File: src/include/pio_pkg.sv
// Constants, address map and reset values of the parallel port block.
// Assumes an APB slave at the top and seven ports packed as 16-bit slices.
package pio_pkg;

    // ************************************************************
    // Port geometry
    // ************************************************************
    localparam int NPORT  = 7;      // Index 6 is the input-only port
    localparam int NBIDIR = 6;
    localparam int PW     = 16;

    // Index order: P0, P1, P3, P4, P9, P20, P5 (input only); 79 lines in all
    localparam logic [6:0][15:0] PORT_MASK = {16'h01ff, 16'h003f, 16'h00ff, 16'h00ff,
                                              16'hffff, 16'hffff, 16'hffff};
    localparam logic [6:0] OD_CAP  = 7'h3c;  // P3, P4, P9, P20
    localparam logic [6:0] THR_CAP = 7'h1c;  // P3, P4, P9

    // Port 20 line assignment
    localparam int P20_IDX                     = 5;
    localparam int P20_READ_STROBE_BIT         = 0;
    localparam int P20_WRITE_STROBE_LOW_BIT    = 1;
    localparam int P20_ADDR_LATCH_BIT          = 2;
    localparam int P20_EXTERNAL_ACCESS_BIT     = 3;
    localparam int P20_RESET_INDICATION_BIT    = 4;
    localparam logic [15:0] P20_KEEP_MASK      = 16'h0010;

    // ************************************************************
    // Address map: byte address = port * 0x40 + register * 4
    // ************************************************************
    localparam int ADDR_PORT_LSB = 6;
    localparam int ADDR_REG_LSB  = 2;
    localparam logic [2:0] CTRL_PORT = 3'h7;
    localparam logic [3:0] REG_OUT  = 4'h0;
    localparam logic [3:0] REG_DIR  = 4'h1;
    localparam logic [3:0] REG_OD   = 4'h2;
    localparam logic [3:0] REG_IN   = 4'h3;
    localparam logic [3:0] REG_SET  = 4'h4;
    localparam logic [3:0] REG_CLR  = 4'h5;
    localparam logic [3:0] REG_ALT  = 4'h6;
    localparam logic [3:0] REG_PAD  = 4'h7;
    localparam logic [3:0] REG_THR  = 4'h8;
    localparam logic [3:0] REG_CTRL = 4'h0;  // At port slot 7

    // ************************************************************
    // Reset values
    // ************************************************************
    localparam logic [15:0] OUT_RST  = 16'h0000;
    localparam logic [15:0] DIR_RST  = 16'h0000;
    localparam logic [15:0] OD_RST   = 16'h0000;
    localparam logic [15:0] ALT_RST  = 16'h0000;
    localparam logic [3:0]  PAD_RST  = 4'h0;
    localparam logic [1:0]  THR_RST  = 2'h0;
    localparam logic        INIT_RST = 1'b0;

endpackage

File: src/hw/pio_pad.sv
// Output stage of one bidirectional port: GPIO or alternate source,
// push/pull or open-drain, reset forcing and the always-driven lines.
// Assumes all control inputs but force_in come from flops on the same clock.
`timescale 1ns/1ns
module pio_pad #(
    parameter int          W      = 16,
    parameter logic [15:0] MASK   = 16'hffff,
    parameter logic        HAS_OD = 1'b0,
    parameter logic [15:0] KEEP   = 16'h0000
) (
    input  wire logic [W-1:0] out_val,
    input  wire logic [W-1:0] dir,
    input  wire logic [W-1:0] od,
    input  wire logic [W-1:0] alt_en,
    input  wire logic [W-1:0] alt_out,
    input  wire logic [W-1:0] alt_oe,
    input  wire logic         force_in,
    input  wire logic         keep_val,
    output logic      [W-1:0] pin_out,
    output logic      [W-1:0] pin_oe_n
);

    // Per-line source select and driver enable
    always_comb
    begin
        logic val;
        logic en;
        logic odm;
        val = 1'b0;
        en  = 1'b0;
        odm = 1'b0;
        for (int i = 0; i < W; i++)
        begin
            val = alt_en[i] ? alt_out[i] : out_val[i];
            en  = alt_en[i] ? alt_oe[i] : dir[i];
            odm = HAS_OD & od[i];
            if (KEEP[i])
            begin
                // Reset indication stays driven even while in reset
                pin_out[i]  = keep_val;
                pin_oe_n[i] = 1'b0;
            end
            else if (!MASK[i] || force_in || !en)
            begin
                pin_out[i]  = 1'b0;
                pin_oe_n[i] = 1'b1;
            end
            else
            begin
                // Open drain pulls low only, releases for a one
                pin_out[i]  = val & ~odm;
                pin_oe_n[i] = odm & val;
            end
        end
    end

endmodule

File: src/hw/pio_sync.sv
// Two-stage synchroniser for a vector of pin levels.
// Assumes each bit is an independent level from outside the pclk domain.
`timescale 1ns/1ns
module pio_sync #(
    parameter int W = 16
) (
    input  wire logic         clk,
    input  wire logic         rst_n,
    input  wire logic [W-1:0] d,
    output logic      [W-1:0] q
);

    logic [W-1:0] meta_q;

    // First stage feeds only the second stage
    always_ff @(posedge clk or negedge rst_n)
    begin
        if (!rst_n)
        begin
            meta_q <= '0;
            q      <= '0;
        end
        else
        begin
            meta_q <= d;
            q      <= meta_q;
        end
    end

endmodule

File: src/hw/pio_top.sv
// Parallel port block: register file on APB, pin synchronisers and
// one output stage per bidirectional port.
// Assumes pins arrive asynchronously; peripherals share pclk.
`timescale 1ns/1ns
module pio_top (
    // APB side
    input  wire logic                 pclk,
    input  wire logic                 presetn,
    input  wire logic                 psel,
    input  wire logic                 penable,
    input  wire logic                 pwrite,
    input  wire logic [11:0]          paddr,
    input  wire logic [31:0]          pwdata,
    output logic                      pready,
    output logic      [31:0]          prdata,
    output logic                      pslverr,
    // Pads
    input  wire logic [6:0][15:0]     pin_in,
    output logic      [5:0][15:0]     pin_out,
    output logic      [5:0][15:0]     pin_oe_n,
    // Peripherals
    input  wire logic [5:0][15:0]     alt_out,
    input  wire logic [5:0][15:0]     alt_oe,
    output logic      [6:0][15:0]     alt_in,
    // Pad controls and strap
    output logic      [5:0][3:0]      pad_driver_control,
    output logic      [6:0][1:0]      threshold_sel,
    output logic                      external_access_enable
);

    // ************************************************************
    // Declarations
    // ************************************************************
    // Pin samples
    logic [6:0][15:0] pin_sync;

    // Port configuration
    logic [5:0][15:0] out_q;
    logic [5:0][15:0] out_d;
    logic [5:0][15:0] dir_q;
    logic [5:0][15:0] dir_d;
    logic [5:0][15:0] od_q;
    logic [5:0][15:0] od_d;
    logic [5:0][15:0] alt_q;
    logic [5:0][15:0] alt_d;
    logic [5:0][3:0]  pad_q;
    logic [5:0][3:0]  pad_d;
    logic [6:0][1:0]  thr_q;
    logic [6:0][1:0]  thr_d;

    // Reset indication release
    logic             init_done_q;
    logic             init_done_d;

    // Bus answer
    logic             ack_q;
    logic             ack_d;
    logic [31:0]      prdata_q;
    logic [31:0]      prdata_d;
    logic             pslverr_q;
    logic             pslverr_d;

    // Address decode
    logic [2:0]       a_port;
    logic [3:0]       a_reg;
    logic             a_ok;
    logic             wr_take;

    // ************************************************************
    // Helpers
    // ************************************************************

    // Whether a port slot and register index name a real register
    function automatic logic reg_ok(input logic [2:0] port, input logic [3:0] r);
        logic ok;
        ok = 1'b0;
        // Unlisted slots are refused
        if (port == pio_pkg::CTRL_PORT)
            ok = (r == pio_pkg::REG_CTRL);
        else if (port == 3'(pio_pkg::NBIDIR))
            ok = (r == pio_pkg::REG_IN) || (r == pio_pkg::REG_THR && pio_pkg::THR_CAP[port]);
        else
        begin
            case (r)
                pio_pkg::REG_OUT, pio_pkg::REG_DIR, pio_pkg::REG_IN,
                pio_pkg::REG_SET, pio_pkg::REG_CLR, pio_pkg::REG_ALT,
                pio_pkg::REG_PAD: ok = 1'b1;
                // Capability differs per port
                pio_pkg::REG_OD:  ok = pio_pkg::OD_CAP[port];
                pio_pkg::REG_THR: ok = pio_pkg::THR_CAP[port];
                default:          ok = 1'b0;
            endcase
        end
        return ok;
    endfunction

    // Widen a port slice to a bus word, upper bits zero
    function automatic logic [31:0] word16(input logic [15:0] v);
        return {16'h0000, v};
    endfunction

    // ************************************************************
    // Input synchronisation
    // ************************************************************

    // Every pin is sampled, whatever its direction
    // Costs two cycles of latency, avoids metastability
    pio_sync #(
        .W (pio_pkg::NPORT * pio_pkg::PW)
    ) u_sync (
        .clk   (pclk),
        .rst_n (presetn),
        .d     (pin_in),
        .q     (pin_sync)
    );

    // Synchronised levels to peripherals; lines beyond a port read zero
    always_comb
    begin
        for (int p = 0; p < pio_pkg::NPORT; p++)
            alt_in[p] = pin_sync[p] & pio_pkg::PORT_MASK[p];
    end

    // Strap level, already synchronised
    assign external_access_enable =
        pin_sync[pio_pkg::P20_IDX][pio_pkg::P20_EXTERNAL_ACCESS_BIT];

    // ************************************************************
    // APB decode
    // ************************************************************

    // Port slot [8:6], register index [5:2]
    assign a_port  = paddr[pio_pkg::ADDR_PORT_LSB +: 3];
    assign a_reg   = paddr[pio_pkg::ADDR_REG_LSB +: 4];
    assign a_ok    = (paddr[11:9] == 3'h0) && (paddr[1:0] == 2'h0) && reg_ok(a_port, a_reg);
    // Writes land only at the edge where pready is seen high
    assign wr_take = psel && penable && ack_q && pwrite && a_ok;

    // Handshake: one wait state so read data come from a flop
    always_comb
    begin
        ack_d     = psel && penable && !ack_q;
        prdata_d  = prdata_q;
        pslverr_d = pslverr_q;
        // Refused reads return zero
        if (psel && penable && !ack_q)
        begin
            pslverr_d = !a_ok;
            prdata_d  = 32'h0000_0000;
            if (a_ok && !pwrite)
            begin
                // Control slot has no port slice
                if (a_port == pio_pkg::CTRL_PORT)
                    prdata_d = {31'h0, init_done_q};
                else if (a_reg == pio_pkg::REG_IN)
                    prdata_d = word16(alt_in[a_port]);
                else if (a_reg == pio_pkg::REG_THR)
                    prdata_d = {30'h0, thr_q[a_port]};
                else
                begin
                    case (a_reg)
                        pio_pkg::REG_OUT,
                        pio_pkg::REG_SET,
                        pio_pkg::REG_CLR: prdata_d = word16(out_q[a_port]);
                        pio_pkg::REG_DIR: prdata_d = word16(dir_q[a_port]);
                        pio_pkg::REG_OD:  prdata_d = word16(od_q[a_port]);
                        pio_pkg::REG_ALT: prdata_d = word16(alt_q[a_port]);
                        pio_pkg::REG_PAD: prdata_d = {28'h000_0000, pad_q[a_port]};
                        default:          prdata_d = 32'h0000_0000;
                    endcase
                end
            end
        end
    end

    // Handshake registers
    always_ff @(posedge pclk or negedge presetn)
    begin
        if (!presetn)
        begin
            ack_q     <= 1'b0;
            prdata_q  <= 32'h0000_0000;
            pslverr_q <= 1'b0;
        end
        else
        begin
            ack_q     <= ack_d;
            prdata_q  <= prdata_d;
            pslverr_q <= pslverr_d;
        end
    end

    // Straight from flops, no decode glitches
    assign pready  = ack_q;
    assign prdata  = prdata_q;
    assign pslverr = pslverr_q;

    // ************************************************************
    // Port configuration registers
    // ************************************************************

    // Next values from register writes; bits outside a port stay zero
    always_comb
    begin
        logic [15:0] m;
        m           = 16'h0000;
        out_d       = out_q;
        dir_d       = dir_q;
        od_d        = od_q;
        alt_d       = alt_q;
        pad_d       = pad_q;
        thr_d       = thr_q;
        init_done_d = init_done_q;
        // Refused writes change nothing
        if (wr_take)
        begin
            // Lines beyond the port stay zero
            m = pio_pkg::PORT_MASK[a_port[2:0]];
            if (a_port == pio_pkg::CTRL_PORT)
                init_done_d = pwdata[0];
            else if (a_reg == pio_pkg::REG_THR)
                thr_d[a_port] = pwdata[1:0];
            else if (a_port < 3'(pio_pkg::NBIDIR))
            begin
                case (a_reg)
                    pio_pkg::REG_OUT: out_d[a_port] = pwdata[15:0] & m;
                    // Set and clear touch only the lines written as one
                    pio_pkg::REG_SET: out_d[a_port] = out_q[a_port] | (pwdata[15:0] & m);
                    pio_pkg::REG_CLR: out_d[a_port] = out_q[a_port] & ~pwdata[15:0];
                    pio_pkg::REG_DIR: dir_d[a_port] = pwdata[15:0] & m;
                    pio_pkg::REG_OD:  od_d[a_port]  = pwdata[15:0] & m;
                    pio_pkg::REG_ALT: alt_d[a_port] = pwdata[15:0] & m;
                    pio_pkg::REG_PAD: pad_d[a_port] = pwdata[3:0];
                    default:          out_d[a_port] = out_q[a_port];
                endcase
            end
        end
    end

    // Reset leaves every line but the P20 reset indication an input
    always_ff @(posedge pclk or negedge presetn)
    begin
        if (!presetn)
        begin
            out_q       <= {pio_pkg::NBIDIR{pio_pkg::OUT_RST}};
            dir_q       <= {pio_pkg::NBIDIR{pio_pkg::DIR_RST}};
            od_q        <= {pio_pkg::NBIDIR{pio_pkg::OD_RST}};
            alt_q       <= {pio_pkg::NBIDIR{pio_pkg::ALT_RST}};
            pad_q       <= {pio_pkg::NBIDIR{pio_pkg::PAD_RST}};
            thr_q       <= {pio_pkg::NPORT{pio_pkg::THR_RST}};
            init_done_q <= pio_pkg::INIT_RST;
        end
        else
        begin
            out_q       <= out_d;
            dir_q       <= dir_d;
            od_q        <= od_d;
            alt_q       <= alt_d;
            pad_q       <= pad_d;
            thr_q       <= thr_d;
            init_done_q <= init_done_d;
        end
    end

    // Pad shaping straight from the registers
    assign pad_driver_control = pad_q;

    // Threshold select only where the port has it
    always_comb
    begin
        // Ports without it report TTL
        for (int p = 0; p < pio_pkg::NPORT; p++)
            threshold_sel[p] = pio_pkg::THR_CAP[p] ? thr_q[p] : 2'h0;
    end

    // ************************************************************
    // Output stages
    // ************************************************************

    // Reset forcing is asynchronous so lines float before any edge
    for (genvar g = 0; g < pio_pkg::NBIDIR; g++)
    begin : g_pad
        pio_pad #(
            .W      (pio_pkg::PW),
            .MASK   (pio_pkg::PORT_MASK[g]),
            .HAS_OD (pio_pkg::OD_CAP[g]),
            // Only P20 keeps a line driven
            .KEEP   ((g == pio_pkg::P20_IDX) ? pio_pkg::P20_KEEP_MASK : 16'h0000)
        ) u_pad (
            .out_val  (out_q[g]),
            .dir      (dir_q[g]),
            .od       (od_q[g]),
            .alt_en   (alt_q[g]),
            .alt_out  (alt_out[g]),
            .alt_oe   (alt_oe[g]),
            .force_in (!presetn),
            .keep_val (init_done_q),
            .pin_out  (pin_out[g]),
            .pin_oe_n (pin_oe_n[g])
        );
    end

endmodule

File: config.mk
export PLATFORM = sky130hd
export DESIGN_NAME = pio_top
export DESIGN_NICKNAME = d
export VERILOG_FILES = /design/src/include/pio_pkg.sv /design/src/hw/pio_pad.sv /design/src/hw/pio_sync.sv /design/src/hw/pio_top.sv
export SDC_FILE = /design/constraint.sdc
export NUM_CORES = 1
export LEC_CHECK = 0
export BUFFER_PORTS_ARGS = -buffer_cell sky130_fd_sc_hd__buf_2
export CELL_PAD_IN_SITES_DETAIL_PLACEMENT = 0
export CELL_PAD_IN_SITES_GLOBAL_PLACEMENT = 1
export CORE_ASPECT_RATIO = 0.7
export CORE_UTILIZATION = 43
export DETAILED_ROUTE_END_ITERATION = 7
export HOLD_SLACK_MARGIN = 0.08
export PLACE_DENSITY_LB_ADDON = 0.2
export RECOVER_POWER = 50
export SLEW_MARGIN = 20
export SYNTH_ARGS = -nofsm -noshare
export SYNTH_HDL_FRONTEND = slang
export SYNTH_HIERARCHICAL = 1
export SYNTH_SLANG_ARGS = --single-unit
File: constraint.sdc
create_clock -name pclk -period 2.53 [get_ports pclk]
set_clock_uncertainty 0.1 [all_clocks]
set_input_delay 0.1265 -clock pclk [delete_from_list [all_inputs] [get_ports pclk]]
set_output_delay 0.1265 -clock pclk [all_outputs]
set_load 0.005 [all_outputs]
# --- Yosys cells after proc, flatten, opt, wreduce, memory -nomap -nowiden ---
# Memories as Yosys holds them, arrays and structs flattened.
# Index checks and enable logic that the tools add are counted.
totals:
  reg_bits: 667
  romBits: 144
  out_inout_bits: 377
  word_cells: 660
  n_memories: 3
classes:
  n_lt_le_gt_ge: 3
  eq_ne: 10
  muxes: 317
  bitwise: 118
  reduce_logical: 166
memory_table:
  columns: ["name", "depth", "word_bits", "rd", "rd_clocked_by_memory_dff", "wr", "line", "source"]
  rows:
  - ["(no name shown)", 8, 16, 1, 0, 0, "pio_top.sv:218", "m = pio_pkg::PORT_MASK[a_port[2:0]];"]
  - ["(no name shown)", 8, 1, 1, 0, 0, "pio_top.sv:90", "pio_pkg::REG_THR: ok = pio_pkg::THR_CAP[port];"]
  - ["(no name shown)", 8, 1, 1, 0, 0, "pio_top.sv:89", "pio_pkg::REG_OD: ok = pio_pkg::OD_CAP[port];"]
op_table:
  columns: ["operator", "n"]
  rows:
  - ["$bwmux 96", 7]
  - ["$pmux 96 s4", 1]
  - ["$mux 1", 280]
  - ["$bmux 16 s3", 5]
  - ["$mux 16", 11]
  - ["$pmux 16 s5", 1]
  - ["$and 1x1->1", 74]
  - ["$logic_not 1->1", 73]
  - ["$logic_or 1x1->1", 70]
  - ["$demux 16 s3", 1]
  - ["$not 1->1", 40]
  - ["$and 16x16->16", 2]
  - ["$reduce_and 5->1", 5]
  - ["$bwmux 24", 1]
  - ["$eq 4x3->1 const B", 4]
  - ["$not 16->16", 1]
  - ["$or 16x16->16", 1]
  - ["$bwmux 14", 1]
  - ["$bmux 4 s3", 1]
  - ["$demux 4 s3", 1]
  - ["$logic_and 1x1->1", 10]
  - ["$eq 4x2->1 const B", 2]
  - ["$mux 4", 2]
  - ["$reduce_or 7->1", 1]
  - ["other kinds (17)", 19]

# --- Longest topological paths before layout ---
# Gate-level depths: netlist of run 1.
depth:
  word_depth: 9
  mapped_depth: 15

# --- Hierarchy ---
# The synthesis of run 1 kept the hierarchy.
by_module_without_submodules:
  columns: ["mod", "instances", "cells_each", "area_each_um2", "seq_area_each_um2"]
  rows:
  - ["pio_top", 1, 1970, 22112.5, 11035.6]
  - ["pio_sync", 1, 224, 5605.4, 5605.4]
  - ["pio_pad at g_pad[0].u_pad ...", 2, 83, 568.0, 0.0]
  - ["pio_pad at g_pad[3].u_pad ...", 2, 52, 490.5, 0.0]
  - ["pio_pad at g_pad[2].u_pad", 1, 67, 695.7, 0.0]
  - ["pio_pad at g_pad[5].u_pad", 1, 45, 389.1, 0.0]

# --- Worst setup path after synthesis of run 1 ---
# No wires, ideal clock.
synth_path:
  kind: "input to register"
  from: "input port paddr[7]"
  to: "register od_q[21] (netlist name)"
  setup_ps: 125
  t_arrival_ps: 3214
  required_time_ps: 2305
  slack_ps: -909
  stages: 13
  path_cell_list: "buf_2 buf_2 buf_1 clkinv_1 ha_1 nand2b_1 a311oi_1 o31ai_1 buf_6 or4_4 buf_6 buf_6 mux2_4"
synth_between:
  elab_chain_len: 9
synth_lines:
  columns: ["element", "line", "source"]
  rows:
  - ["start, declared", "pio_top.sv:12", "input wire logic [11:0] paddr,"]
  - ["parallel branches: the longest is 9 deep, another holds $mem_v2 8x1", null, null]
  - ["end signal, assigned", "pio_top.sv:247", "od_q <= {pio_pkg::NBIDIR{pio_pkg::OD_RST}};"]
  - ["end, declared", "pio_top.sv:42", "logic [5:0][15:0] od_q;"]
# Parallel ways; which one is timed is not known. The select of a mux whose other input is x is not followed.
# A chain may end at the register's enable or synchronous reset.

# --- Worst setup path in the final report of run 1 ---
layout_path:
  from: "input port paddr[3]"
  to: "register alt_q[21] (netlist name)"
layout_between:
  elab_chain_len: 8
layout_lines:
  columns: ["element", "line", "source"]
  rows:
  - ["$eq 4x2->1 (tied with other cells)", "pio_top.sv:81, pio_top.sv:84", null]
  - ["$reduce_or 7->1 or $logic_and 1x1->1 (tied branches)", "pio_top.sv:84, pio_top.sv:81", null]
  - ["$pmux 1 s3 or $logic_or 1x1->1 (tied branches)", "pio_top.sv:84, pio_top.sv:81", null]
  - ["$mux 1", "pio_top.sv:80", "else if (port == 3'(pio_pkg::NBIDIR))"]
  - ["$mux 1", "pio_top.sv:78", "if (port == pio_pkg::CTRL_PORT)"]
  - ["$logic_and 1x1->1", "pio_top.sv:135", "assign a_ok = (paddr[11:9] == 3'h0) && (paddr[1:0] == 2'h0) && reg_ok(a_port, a_reg);"]
  - ["$logic_and 1x1->1", "pio_top.sv:137", "assign wr_take = psel && penable && ack_q && pwrite && a_ok;"]
  - ["$reduce_and 5->1 (no source line) *", null, null]
  - ["end signal, assigned", "pio_top.sv:248", "alt_q <= {pio_pkg::NBIDIR{pio_pkg::ALT_RST}};"]
  - ["end signal, assigned", "pio_top.sv:258", "alt_q <= alt_d;"]
  - ["end, declared", "pio_top.sv:44", "logic [5:0][15:0] alt_q;"]
# Mark *: on every way between the ends. The rest lies on a longest branch, timed or not.

==> key figures, run 1 <==
Clock network
  • CTS max path bufs: 3
  • H-Tree Depth: 2
  • CTS tree: done
  • Clock Latency Late Sink: 0.65 ns
  • CTS Buf Count: 59
  • Root buf cell: clkbuf_16
  • Clock Pin Slew Worst Setup and Hold Paths: 0.07 ns
  • CTS sink cnt: 599

Power
  • VDD IR max: 0.589 mV
  • Leakage power: 16.9 nW
  • P_int: 0.0156 W
  • P_sw: 0.00509 W
  • Clock power share: 44.5%
  • Seq pwr share: 47.3%
  • Total Power: 0.0207 W
  • Combinational group share of total power: 8.2%
  • Switching part of the total: 24.6%
  • Pwr Density: 553 nW/µm²

Setup path
  • Crit end category: flop
  • Crit. path cell count: 9
  • Worst endpoint required time: 2.95 ns
  • FF-to-FF Start: out_q[6]$_DFFE_PN0P_
  • CP peak stage delay: 0.55 ns
  • R2R Path End: prdata[6]$_DFFE_PN0P_
  • R2R setup slack: 0.17 ns
  • WP data arrival: 2.87 ns
  • Crit-path leading delay family: buffers and inverters
  • Worst-case reg-to-reg path depth: 7
  • CP max stage cell: dlygate4sd3_1
  • Worst setup SP type: input pin
  • CP endpoint: alt_q[21]$_DFFE_PN0P_
  • Critical Path Fanout Max: 6
  • CP bufs+invs: 4
  • Critical path class: in2reg
  • Cell breakdown of the critical path: dlygate4sd3_1, buf_2, or4b_4, a21oi_2, o31ai_2, buf_4, or4_4, buf_12, mux2_4
  • CP startpoint: paddr[3]

Finish
  • Nets: 3620
  • Fill cells: 5765
  • Fin area: 37400 µm²
  • Layout cells sized above 1: 31.3%
  • Area Overhead vs Synth: 27.8%
  • Layout Utilization: 55.9%

STA
  • Actual slew at the worst max-slew pin: 1.88 ns
  • Final worst slack: 0.0778 ns
  • Rel. slew slack: -25.6%
  • RSZ-0062 raised after global routing: no
  • Period Utilization, post-route: 96.9%
  • Final slew viol count: 270
  • Post-layout minimum cycle time: 2.45 ns
  • Fin. Hold Viols: 0
  • Setup violations, final: 0
  • Max Freq: 0.408 GHz

Global routing
  • Grt total ovfl: 0
  • Total track usage: 31.2%
  • Initial antenna violation count: 4
  • Largest net degree at the start of global routing: 156
  • First-pass GRT wire length: 159000 µm
  • Vias in the first global route: 23452

Detailed routing
  • Final ANT Viol Nets: 0
  • DRT Wirelength: 110000 µm
  • DRC errors left: 0
  • Avg WL per Cell: 26.2 µm
  • Pre-Repair DR Iteration Count: 5
  • Via density: 5.66
  • Via Count: 23794
  • DR iter-0 viols: 2030

Run status
  • Failing checks: capacitance limit, slew limit
  • Outcome: finished with violations

Place
  • # port buffers: 516
  • Gpl congestion: 0.918
  • Place WS: -0.0624 ns
  • HPWL Detailed: 79900 µm
  • Placed cell area: 33800 µm²

Hold path
  • HP Class: in2reg

Flow run
  • Max-cap violation count: 2

Synthesis
  • Post-Syn Instances: 2510
  • Mean Syn Cell Area: 11.7 µm²
  • Synthesis warning total: 6
  • Mapped Area: 29300 µm²

Floorplanning
  • I/O pins: 730
  • Initial Utilization: 43.7%
  • Die Y-Extent: 220 µm
  • Die ar.: 69100 µm²
  • DIE WIDTH: 314 µm
  • Row count: 79
  • Core Footprint: 66900 µm²
## layout by cell type, fill, tap and decap left out, types with 9 or more instances in the layout
cell type	count
a22oi_1	16
buf_12	37
nor4b_1	36
o22a_1	10
a211o_1	37
o221ai_1	10
dlygate4sd3_1	180
mux2i_1	181
nor2b_1	9
nand3b_1	33
nand2_1	246
clkbuf_1	169
mux4_2	43
o22ai_1	13
nand2b_1	15
a21oi_1	92
mux2_4	92
buf_4	141
o21ai_1	9
conb_1	110
nand4_1	11
dfrtp_1	599
buf_2	359
o21ai_0	213
a22o_1	12
nand3_1	43
a32o_1	9
mux2_2	221
o2bb2ai_1	10
clkbuf_8	11
or2_1	32
clkbuf_16	59
clkinv_2	11
nor2_1	81
## power groups by stage
stage               clock network [W]  logic (W)  registers, W
global placement                    0    0.00147       0.00994
finish                        0.00920    0.00170       0.00978
floorplan                           0   0.000676       0.00994
CTS                           0.00929    0.00171       0.00977
global route                  0.00973    0.00183       0.00979
detailed placement                  0    0.00148       0.00995
## worst min-delay path, cell delays in order
cell and delay (ns):
buf_2 0.12, buf_4 0.26, mux2_2 0.30
## timing repair
action | CTS | global route
buffers inserted | 0 | 5
hold endpoints to repair | 935 | 0
endpoints found under the setup margin | 0 | 3
hold buffers | 180 | 0
gates resized for setup | 0 | 0
## per-layer routing
layer,vias to the layer above,wire length (µm),global-route usage (%)
met5,-,13,0
met4,2,3470,9.95
met3,182,8450,5.58
met2,1031,50800,48.6
met1,12207,47500,44.3
li1,10372,-,-
## worst min-delay path by stage
| stage | depth (start not counted) | end | startpoint |
|---|---|---|---|
| finish | 3 | init_done_q$_DFFE_PN0P_ | pwdata[0] |
| global route | 3 | pad_driver_control[12]$_DFFE_PN0P_ | pwdata[0] |
| CTS | 3 | init_done_q$_DFFE_PN0P_ | pwdata[0] |
| detailed placement | 2 | out_q[73]$_DFFE_PN0P_ | presetn |
| global placement | 2 | out_q[89]$_DFFE_PN0P_ | presetn |
| floorplan | 0 | alt_q[0]$_DFFE_PN0P_ | presetn |
## flip-flops by register name, indices dropped and copies added (netlist names), 8 cells and up
signal              cells
alt_q                  96
dir_q                  96
od_q                   96
out_q                  96
u_sync/meta_q          79
u_sync/q               79
pad_driver_control     24
prdata                 16
thr_q                   8
## final cells by class
cell class	instances	area (µm²)	area share (%)
Sequential cell	599	15000	40.1
Multi-Input combinational cell	1714	13200	35.3
Timing Repair Buffer	883	6070	16.2
Clock buffer	84	1670	4.46
Tap cell	891	1110	2.98
Clock inverter	25	330	0.883
Inverter	6	32.5	0.0870
Antenna cell	2	5.00	0.0134
## through the flow
stage | cells | setup TNS [ns] | hold WS, ns
floorplan | 2613 | -11.95 | -0.269
finish | 4204 | 0 | 0.123
CTS | 4197 | 0 | 0.0959
detailed placement | 3908 | -0.982 | 0.0969
global route | 4204 | 0 | 0.103
global placement | 3908 | -0.349 | 0.0989
(Power assumes the default switching activity.)
==> inputs of run 2 (changes only) <==
--- a/config.mk
+++ b/config.mk
@@ -13,3 +13,3 @@
 export DETAILED_ROUTE_END_ITERATION = 7
-export HOLD_SLACK_MARGIN = 0.08
+export HOLD_SLACK_MARGIN = 0.06
 export PLACE_DENSITY_LB_ADDON = 0.2
==> constraint.sdc (replaced) <==
create_clock -name pclk -period 2.53 [get_ports pclk]
set_clock_uncertainty 0.1 [all_clocks]
set_input_delay 0.3795 -clock pclk [delete_from_list [all_inputs] [get_ports pclk]]
set_output_delay 0.3795 -clock pclk [all_outputs]
set_load 0.005 [all_outputs]
==> key figures, run 2 (same netlist as run 1, synthesis figures left out) <==
Power
  • Switching part of the total: 24.3% (-0.31 points)
  • Combinational group share of total power: 7.9% (-0.3 points)
  • Clock power share: 44.9% (+0.4 points)
  • Seq pwr share: 47.2% (about the same)
  • P_int: 0.0157 W (+0.54%)
  • VDD IR max: 0.485 mV (-18%)
  • P_sw: 0.00503 W (-1.1%)
  • Pwr Density: 555 nW/µm² (+0.27%)
  • Leakage power: 16.9 nW (+0.31%)

Clock network
  • CTS Buf Count: 59 (unchanged)
  • Clock Latency Late Sink: 0.64 ns (about the same)
  • CTS sink cnt: 599 (unchanged)
  • CTS tree: done
  • CTS max path bufs: 3 (unchanged)
  • Post-CTS Resized: 0 (unchanged)
  • Clock Pin Slew Worst Setup and Hold Paths: 0.07 ns (about the same)
  • H-Tree Depth: 2 (unchanged)
  • Root buf cell: clkbuf_16

Place
  • HPWL Detailed: 80000 µm (+0.11%)
  • Gpl congestion: 0.942 (+2.6%)
  • Placed cell area: 34700 µm² (+2.5%)
  • Dpl cells: 3977 (+1.8%)
  • Place WS: -0.470 ns (-0.408 ns)
  • # port buffers: 516 (unchanged)

Global routing
  • Total track usage: 30.4% (-0.79 points)
  • First-pass GRT wire length: 155000 µm (-2.3%)
  • Grt total ovfl: 0 (unchanged)
  • Initial antenna violation count: 5 (+1)
  • Largest net degree at the start of global routing: 189 (+21%)
  • Vias in the first global route: 23242 (-0.90%)

Setup path
  • Critical Path Fanout Max: 5 (-1)
  • WP data arrival: 2.03 ns (-0.84 ns)
  • FF-to-FF Start: out_q[38]$_DFFE_PN0P_
  • CP max stage cell: a21oi_1
  • Crit end category: output pin
  • Cell breakdown of the critical path: nand3_1, a21oi_1, buf_2
  • CP startpoint: alt_q[6]$_DFFE_PN0P_
  • Worst setup SP type: flop
  • CP peak stage delay: 0.51 ns (-0.04 ns)
  • Worst endpoint required time: 2.05 ns (-0.90 ns)
  • Critical path class: reg2out

Hold path
  • HP Start: pwdata[2]
  • HP Class: in2reg

Floorplanning
  • Die ar.: 69100 µm² (unchanged)
  • Core Footprint: 66900 µm² (unchanged)
  • Die Y-Extent: 220 µm (unchanged)
  • Initial Utilization: 43.7% (unchanged)
  • Row count: 79 (unchanged)
  • DIE WIDTH: 314 µm (unchanged)
  • I/O pins: 730 (unchanged)

Detailed routing
  • DRC errors left: 0 (unchanged)
  • Final ANT Viol Nets: 0 (unchanged)
  • DRT Wirelength: 107000 µm (-2.7%)
  • Avg WL per Cell: 25.7 µm (-1.9%)
  • Via Count: 23499 (-1.2%)
  • DR iter-0 viols: 2076 (+2.3%)
  • Pre-Repair DR Iteration Count: 6 (+1)
  • Via density: 5.64 (-0.41%)

Flow run
  • Max-cap violation count: 0 (-2)

Finish
  • Commonest non-fill, non-tap cell in the layout: dfrtp_1
  • Area Overhead vs Synth: 27.6%
  • Nets: 3586 (-0.94%)
  • Layout cells sized above 1: 34.9% (+3.6 points)
  • Final std cells w/o fill: 4169 (-0.83%)
  • Fin area: 37400 µm² (-0.14%)
  • Commonest non-fill, non-tap cells in the layout: dfrtp_1, buf_2, nand2_1

STA
  • Setup_tns: 0 ns (unchanged)
  • Final worst slack: 0.0207 ns (-0.0572 ns)
  • Final slew viol count: 0 (-100%)
  • Period Utilization, post-route: 99.2% (+2.3 points)
  • Post-layout minimum cycle time: 2.51 ns (+0.0572 ns)
  • Rel. slew slack: 25.3% (+51 points)
  • Fin. Hold Viols: 0 (unchanged)
  • Setup violations, final: 0 (unchanged)
  • Actual slew at the worst max-slew pin: 1.12 ns (-0.763 ns)
  • Max Freq: 0.399 GHz (-2.3%)
  • RSZ-0062 raised after global routing: no

Run status
  • Outcome: finished, final reports clean
==> run 2: cell types whose count changed in the layout (fill, tap and decap cells not counted), sizes merged <==
cell / previous run / this run
buf: 539 / 634
dlygate4sd3: 180 / 81
clkinvlp: 3 / 4
inv: 8 / 7
clkbuf: 248 / 212
bufinv: 6 / 7
clkinv: 14 / 18
==> run 2: stage by stage <==
stage	utilization, %	hold slack, ns	total power, W
6_report	55.8	0.0863	0.0207
3_5_place_dp	51.8	0.235	0.0115
5_1_grt	55.8	0.0887	0.0214
2_1_floorplan	-	-0.0161	0.0106
4_1_cts	56.1	0.0722	0.0208
3_3_place_gp	51.8	0.232	0.0115
==> run 2: path summary, 6_finish.rpt <==
path | endpoint | slack, ns | depth (start not counted)
min reg2reg | u_sync/q[35]$_DFF_PN0_ | 0.24 | 0
max | pin_out[6] | 0.02 | 3
max in group asynchronous | dir_q[64]$_DFFE_PN0P_ | 0.43 | 4
max reg2reg | out_q[6]$_DFFE_PN0P_ | 0.19 | 7
min in group asynchronous | alt_q[34]$_DFFE_PN0P_ | 0.34 | 3
min | dir_q[2]$_DFFE_PN0P_ | 0.09 | 2
==> run 2: metal layers <==
layer | vias up | part of all wire (%) | GRT usage [%]
met5 | - | 0.022 | 0
met4 | 4 | 2.6 | 8.31
met3 | 168 | 7.4 | 5.04
met2 | 999 | 46 | 48.1
met1 | 12000 | 43 | 43.5
li1 | 10328 | - | -
==> run 2: layout make-up <==
type	instances	area [µm²]
Fill cell	5792	29600
Sequential cell	599	15000
Multi-Input combinational cell	1714	13400
Timing Repair Buffer	849	5740
Clock buffer	78	1670
Tap cell	891	1110
Clock inverter	30	375
Inverter	6	32.5
Antenna cell	2	5.00
==> run 2: worst max-delay path, delay by kind of cell, from the launching register on <==
family / cells / cell delay [ns]
AND/OR/NAND/NOR: 1 / 0.18
buffers and inverters: 1 / 0.22
AO/OA/AOI/OAI: 1 / 0.51
flip-flops: 1 / 0.48
==> run 2: power groups by stage <==
stage               sequential (W)  clock, W  combinational (W)
finish                     0.00978   0.00930            0.00164
global route               0.00978   0.00981            0.00176
floorplan                  0.00994         0           0.000686
CTS                        0.00977   0.00941            0.00165
detailed placement         0.00995         0            0.00155
global placement           0.00994         0            0.00153
==> run 2: what timing repair did <==
action                                 4_1_cts  5_1_grt
setup buffers                                0        0
hold buffers                                81        0
endpoints found under the hold margin      149        0
==> inputs of run 3 (changes only) <==
PLACE_DENSITY_LB_ADDON = 0.1   (was 0.2)
==> key figures, run 3 (same netlist as run 1, synthesis figures left out) <==
Place
  • Placed cell area: 34700 µm² (about the same)
  • Gpl congestion: 0.912 (-3.2%)
  • HPWL Detailed: 83500 µm (+4.4%)
  • # port buffers: 516 (unchanged)

Finish
  • Ant. Diodes: 0 (-2)
  • Fill cells: 5857 (+1.1%)
  • Area Overhead vs Synth: 27.1%
  • Layout cells sized above 1: 34.8% (about the same)
  • Commonest non-fill, non-tap cells in the layout: dfrtp_1, buf_2, nand2_1
  • Commonest non-fill, non-tap cell in the layout: dfrtp_1
  • Layout Utilization: 55.6% (-0.26 points)
  • Nets: 3589 (+0.084%)
  • Fin area: 37200 µm² (-0.46%)

Power
  • P_int: 0.0153 W (-2.3%)
  • VDD IR max: 0.673 mV (+39%)
  • Total Power: 0.0204 W (-1.7%)
  • P_sw: 0.00504 W (+0.17%)
  • Seq pwr share: 48.0% (+0.8 points)
  • Leakage power: 16.9 nW (-0.34%)
  • Combinational group share of total power: 8.2% (+0.3 points)
  • Clock power share: 43.9% (-1.0 points)
  • Pwr Density: 548 nW/µm² (-1.2%)
  • Switching part of the total: 24.7% (+0.46 points)

Detailed routing
  • Pre-Repair DR Iteration Count: 8 (+2)
  • Final ANT Viol Nets: 0 (unchanged)
  • DRT Wirelength: 111000 µm (+3.5%)
  • Via density: 5.66 (+0.43%)
  • Via Count: 23583 (+0.36%)
  • DRC errors left: 0 (unchanged)
  • DR iter-0 viols: 1856 (-11%)
  • Avg WL per Cell: 26.7 µm (+3.6%)

Floorplanning
  • DIE WIDTH: 314 µm (unchanged)
  • Die Y-Extent: 220 µm (unchanged)
  • Initial Utilization: 43.7% (unchanged)
  • Die ar.: 69100 µm² (unchanged)
  • Row count: 79 (unchanged)
  • I/O pins: 730 (unchanged)
  • Core Footprint: 66900 µm² (unchanged)

Clock network
  • CTS tree: done
  • CTS sink cnt: 599 (unchanged)
  • Clock Latency Late Sink: 0.64 ns (about the same)
  • H-Tree Depth: 2 (unchanged)
  • Post-CTS setup buffer count: 0 (unchanged)
  • Clock Pin Slew Worst Setup and Hold Paths: 0.06 ns (about the same)
  • Root buf cell: clkbuf_16
  • CTS max path bufs: 3 (unchanged)
  • CTS Buf Count: 60 (+1.7%)

Setup path
  • Crit end category: output pin
  • CP peak stage delay: 0.48 ns (-0.03 ns)
  • Cell breakdown of the critical path: nand3b_1, a21oi_1, buf_2
  • Critical Path Fanout Max: 5 (unchanged)
  • Worst setup SP type: flop
  • CP max stage cell: dfrtp_1
  • Critical path class: reg2out
  • WP data arrival: 1.96 ns (-0.07 ns)
  • Worst endpoint required time: 2.05 ns (about the same)
  • Crit-path leading delay family: flip-flops
  • CP bufs+invs: 1 (unchanged)

Global routing
  • Largest net degree at the start of global routing: 146 (-23%)
  • Total track usage: 31.5% (+1.1 points)
  • Initial antenna violation count: 4 (-1)
  • First-pass GRT wire length: 159000 µm (+2.6%)
  • Vias in the first global route: 23137 (-0.45%)
  • Grt total ovfl: 0 (unchanged)

Flow run
  • Max-cap violation count: 0 (unchanged)

STA
  • Fin. Hold Viols: 0 (unchanged)
  • Final slew viol count: 0 (unchanged)
  • Rel. slew slack: 35.9% (+11 points)
  • RSZ-0062 raised after global routing: no
  • Setup_tns: 0 ns (unchanged)
  • Period Utilization, post-route: 96.5% (-2.7 points)
  • Actual slew at the worst max-slew pin: 0.962 ns (-0.159 ns)
  • Max Freq: 0.410 GHz (+2.8%)
  • Post-layout minimum cycle time: 2.44 ns (-0.0683 ns)
  • Setup violations, final: 0 (unchanged)

Run status
  • Outcome: finished, final reports clean

Hold path
  • HP Class: in2reg
## run 3: changes by cell type in the layout (fill, tap and decap cells not counted), sizes merged
cell / delta
buf: -5
bufinv: -3
clkbuf: +9
clkinv: -2
clkinvlp: -1
diode: -2
dlygate4sd3: +1
## run 3: final cells by class
type / instances / area, µm² / area share (%)
flip-flops and latches: 599 / 15000 / 40.3
multi-input cells: 1714 / 13400 / 36.1
repair buffers: 851 / 5690 / 15.3
clock buffers: 81 / 1660 / 4.46
well taps: 891 / 1110 / 3.00
clock inverters: 24 / 265 / 0.713
inverters: 6 / 32.5 / 0.0875
## run 3: power by group through the flow
stage	combinational [W]	clock, W	sequential [W]
floorplan	0.000686	0	0.00994
global placement	0.00155	0	0.00994
detailed placement	0.00157	0	0.00994
CTS	0.00168	0.00908	0.00977
global route	0.00178	0.00947	0.00978
finish	0.00166	0.00894	0.00977
## run 3: worst reg2reg max path: cells and delay by family (launching register included)
family / cells / cell delay [ns]
compound gates: 4 / 1.06
buf+inv: 1 / 0.25
simple gates: 1 / 0.10
mux: 1 / 0.28
flops: 1 / 0.42
## run 3: final timing paths
| path | start | end | slack [ns] | depth (start not counted) |
|---|---|---|---|---|
| max | alt_q[6]$_DFFE_PN0P_ | pin_out[6] | 0.09 | 3 |
| min | pwdata[11] | alt_q[27]$_DFFE_PN0P_ | 0.04 | 3 |
| max reg2reg | out_q[34]$_DFFE_PN0P_ | prdata[2]$_DFFE_PN0P_ | 0.20 | 7 |
| min reg2reg | u_sync/meta_q[28]$_DFF_PN0_ | u_sync/q[28]$_DFF_PN0_ | 0.25 | 0 |
| max in group asynchronous | presetn | od_q[73]$_DFFE_PN0P_ | 0.35 | 5 |
| min in group asynchronous | presetn | alt_q[49]$_DFFE_PN0P_ | 0.40 | 3 |
## run 3: per-layer routing
| layer | global-route usage, % | part of all wire [%] | vias to the layer above |
|---|---|---|---|
| li1 | - | - | 10331 |
| met1 | 46.3 | 45 | 12096 |
| met2 | 48.2 | 45 | 982 |
| met3 | 5.83 | 7.7 | 166 |
| met4 | 7.61 | 2.2 | 8 |
| met5 | 0 | 0.035 | - |
## run 3: metrics by stage
stage | instances | setup slack (ns) | hold slack (ns)
5_1_grt | 4166 | 0.0443 | 0.0463
4_1_cts | 4166 | 0.0762 | 0.0666
3_5_place_dp | 3978 | -0.374 | 0.152
3_3_place_gp | 3978 | -0.422 | 0.154
2_1_floorplan | 2613 | -0.476 | -0.0161
6_report | 4166 | 0.0890 | 0.0432
## run 3: what timing repair did
item                                    4_1_cts  5_1_grt
gates resized for setup                       0        1
endpoints found under the setup margin        0        9
hold buffers                                 83        0
endpoints found under the hold margin       410        0
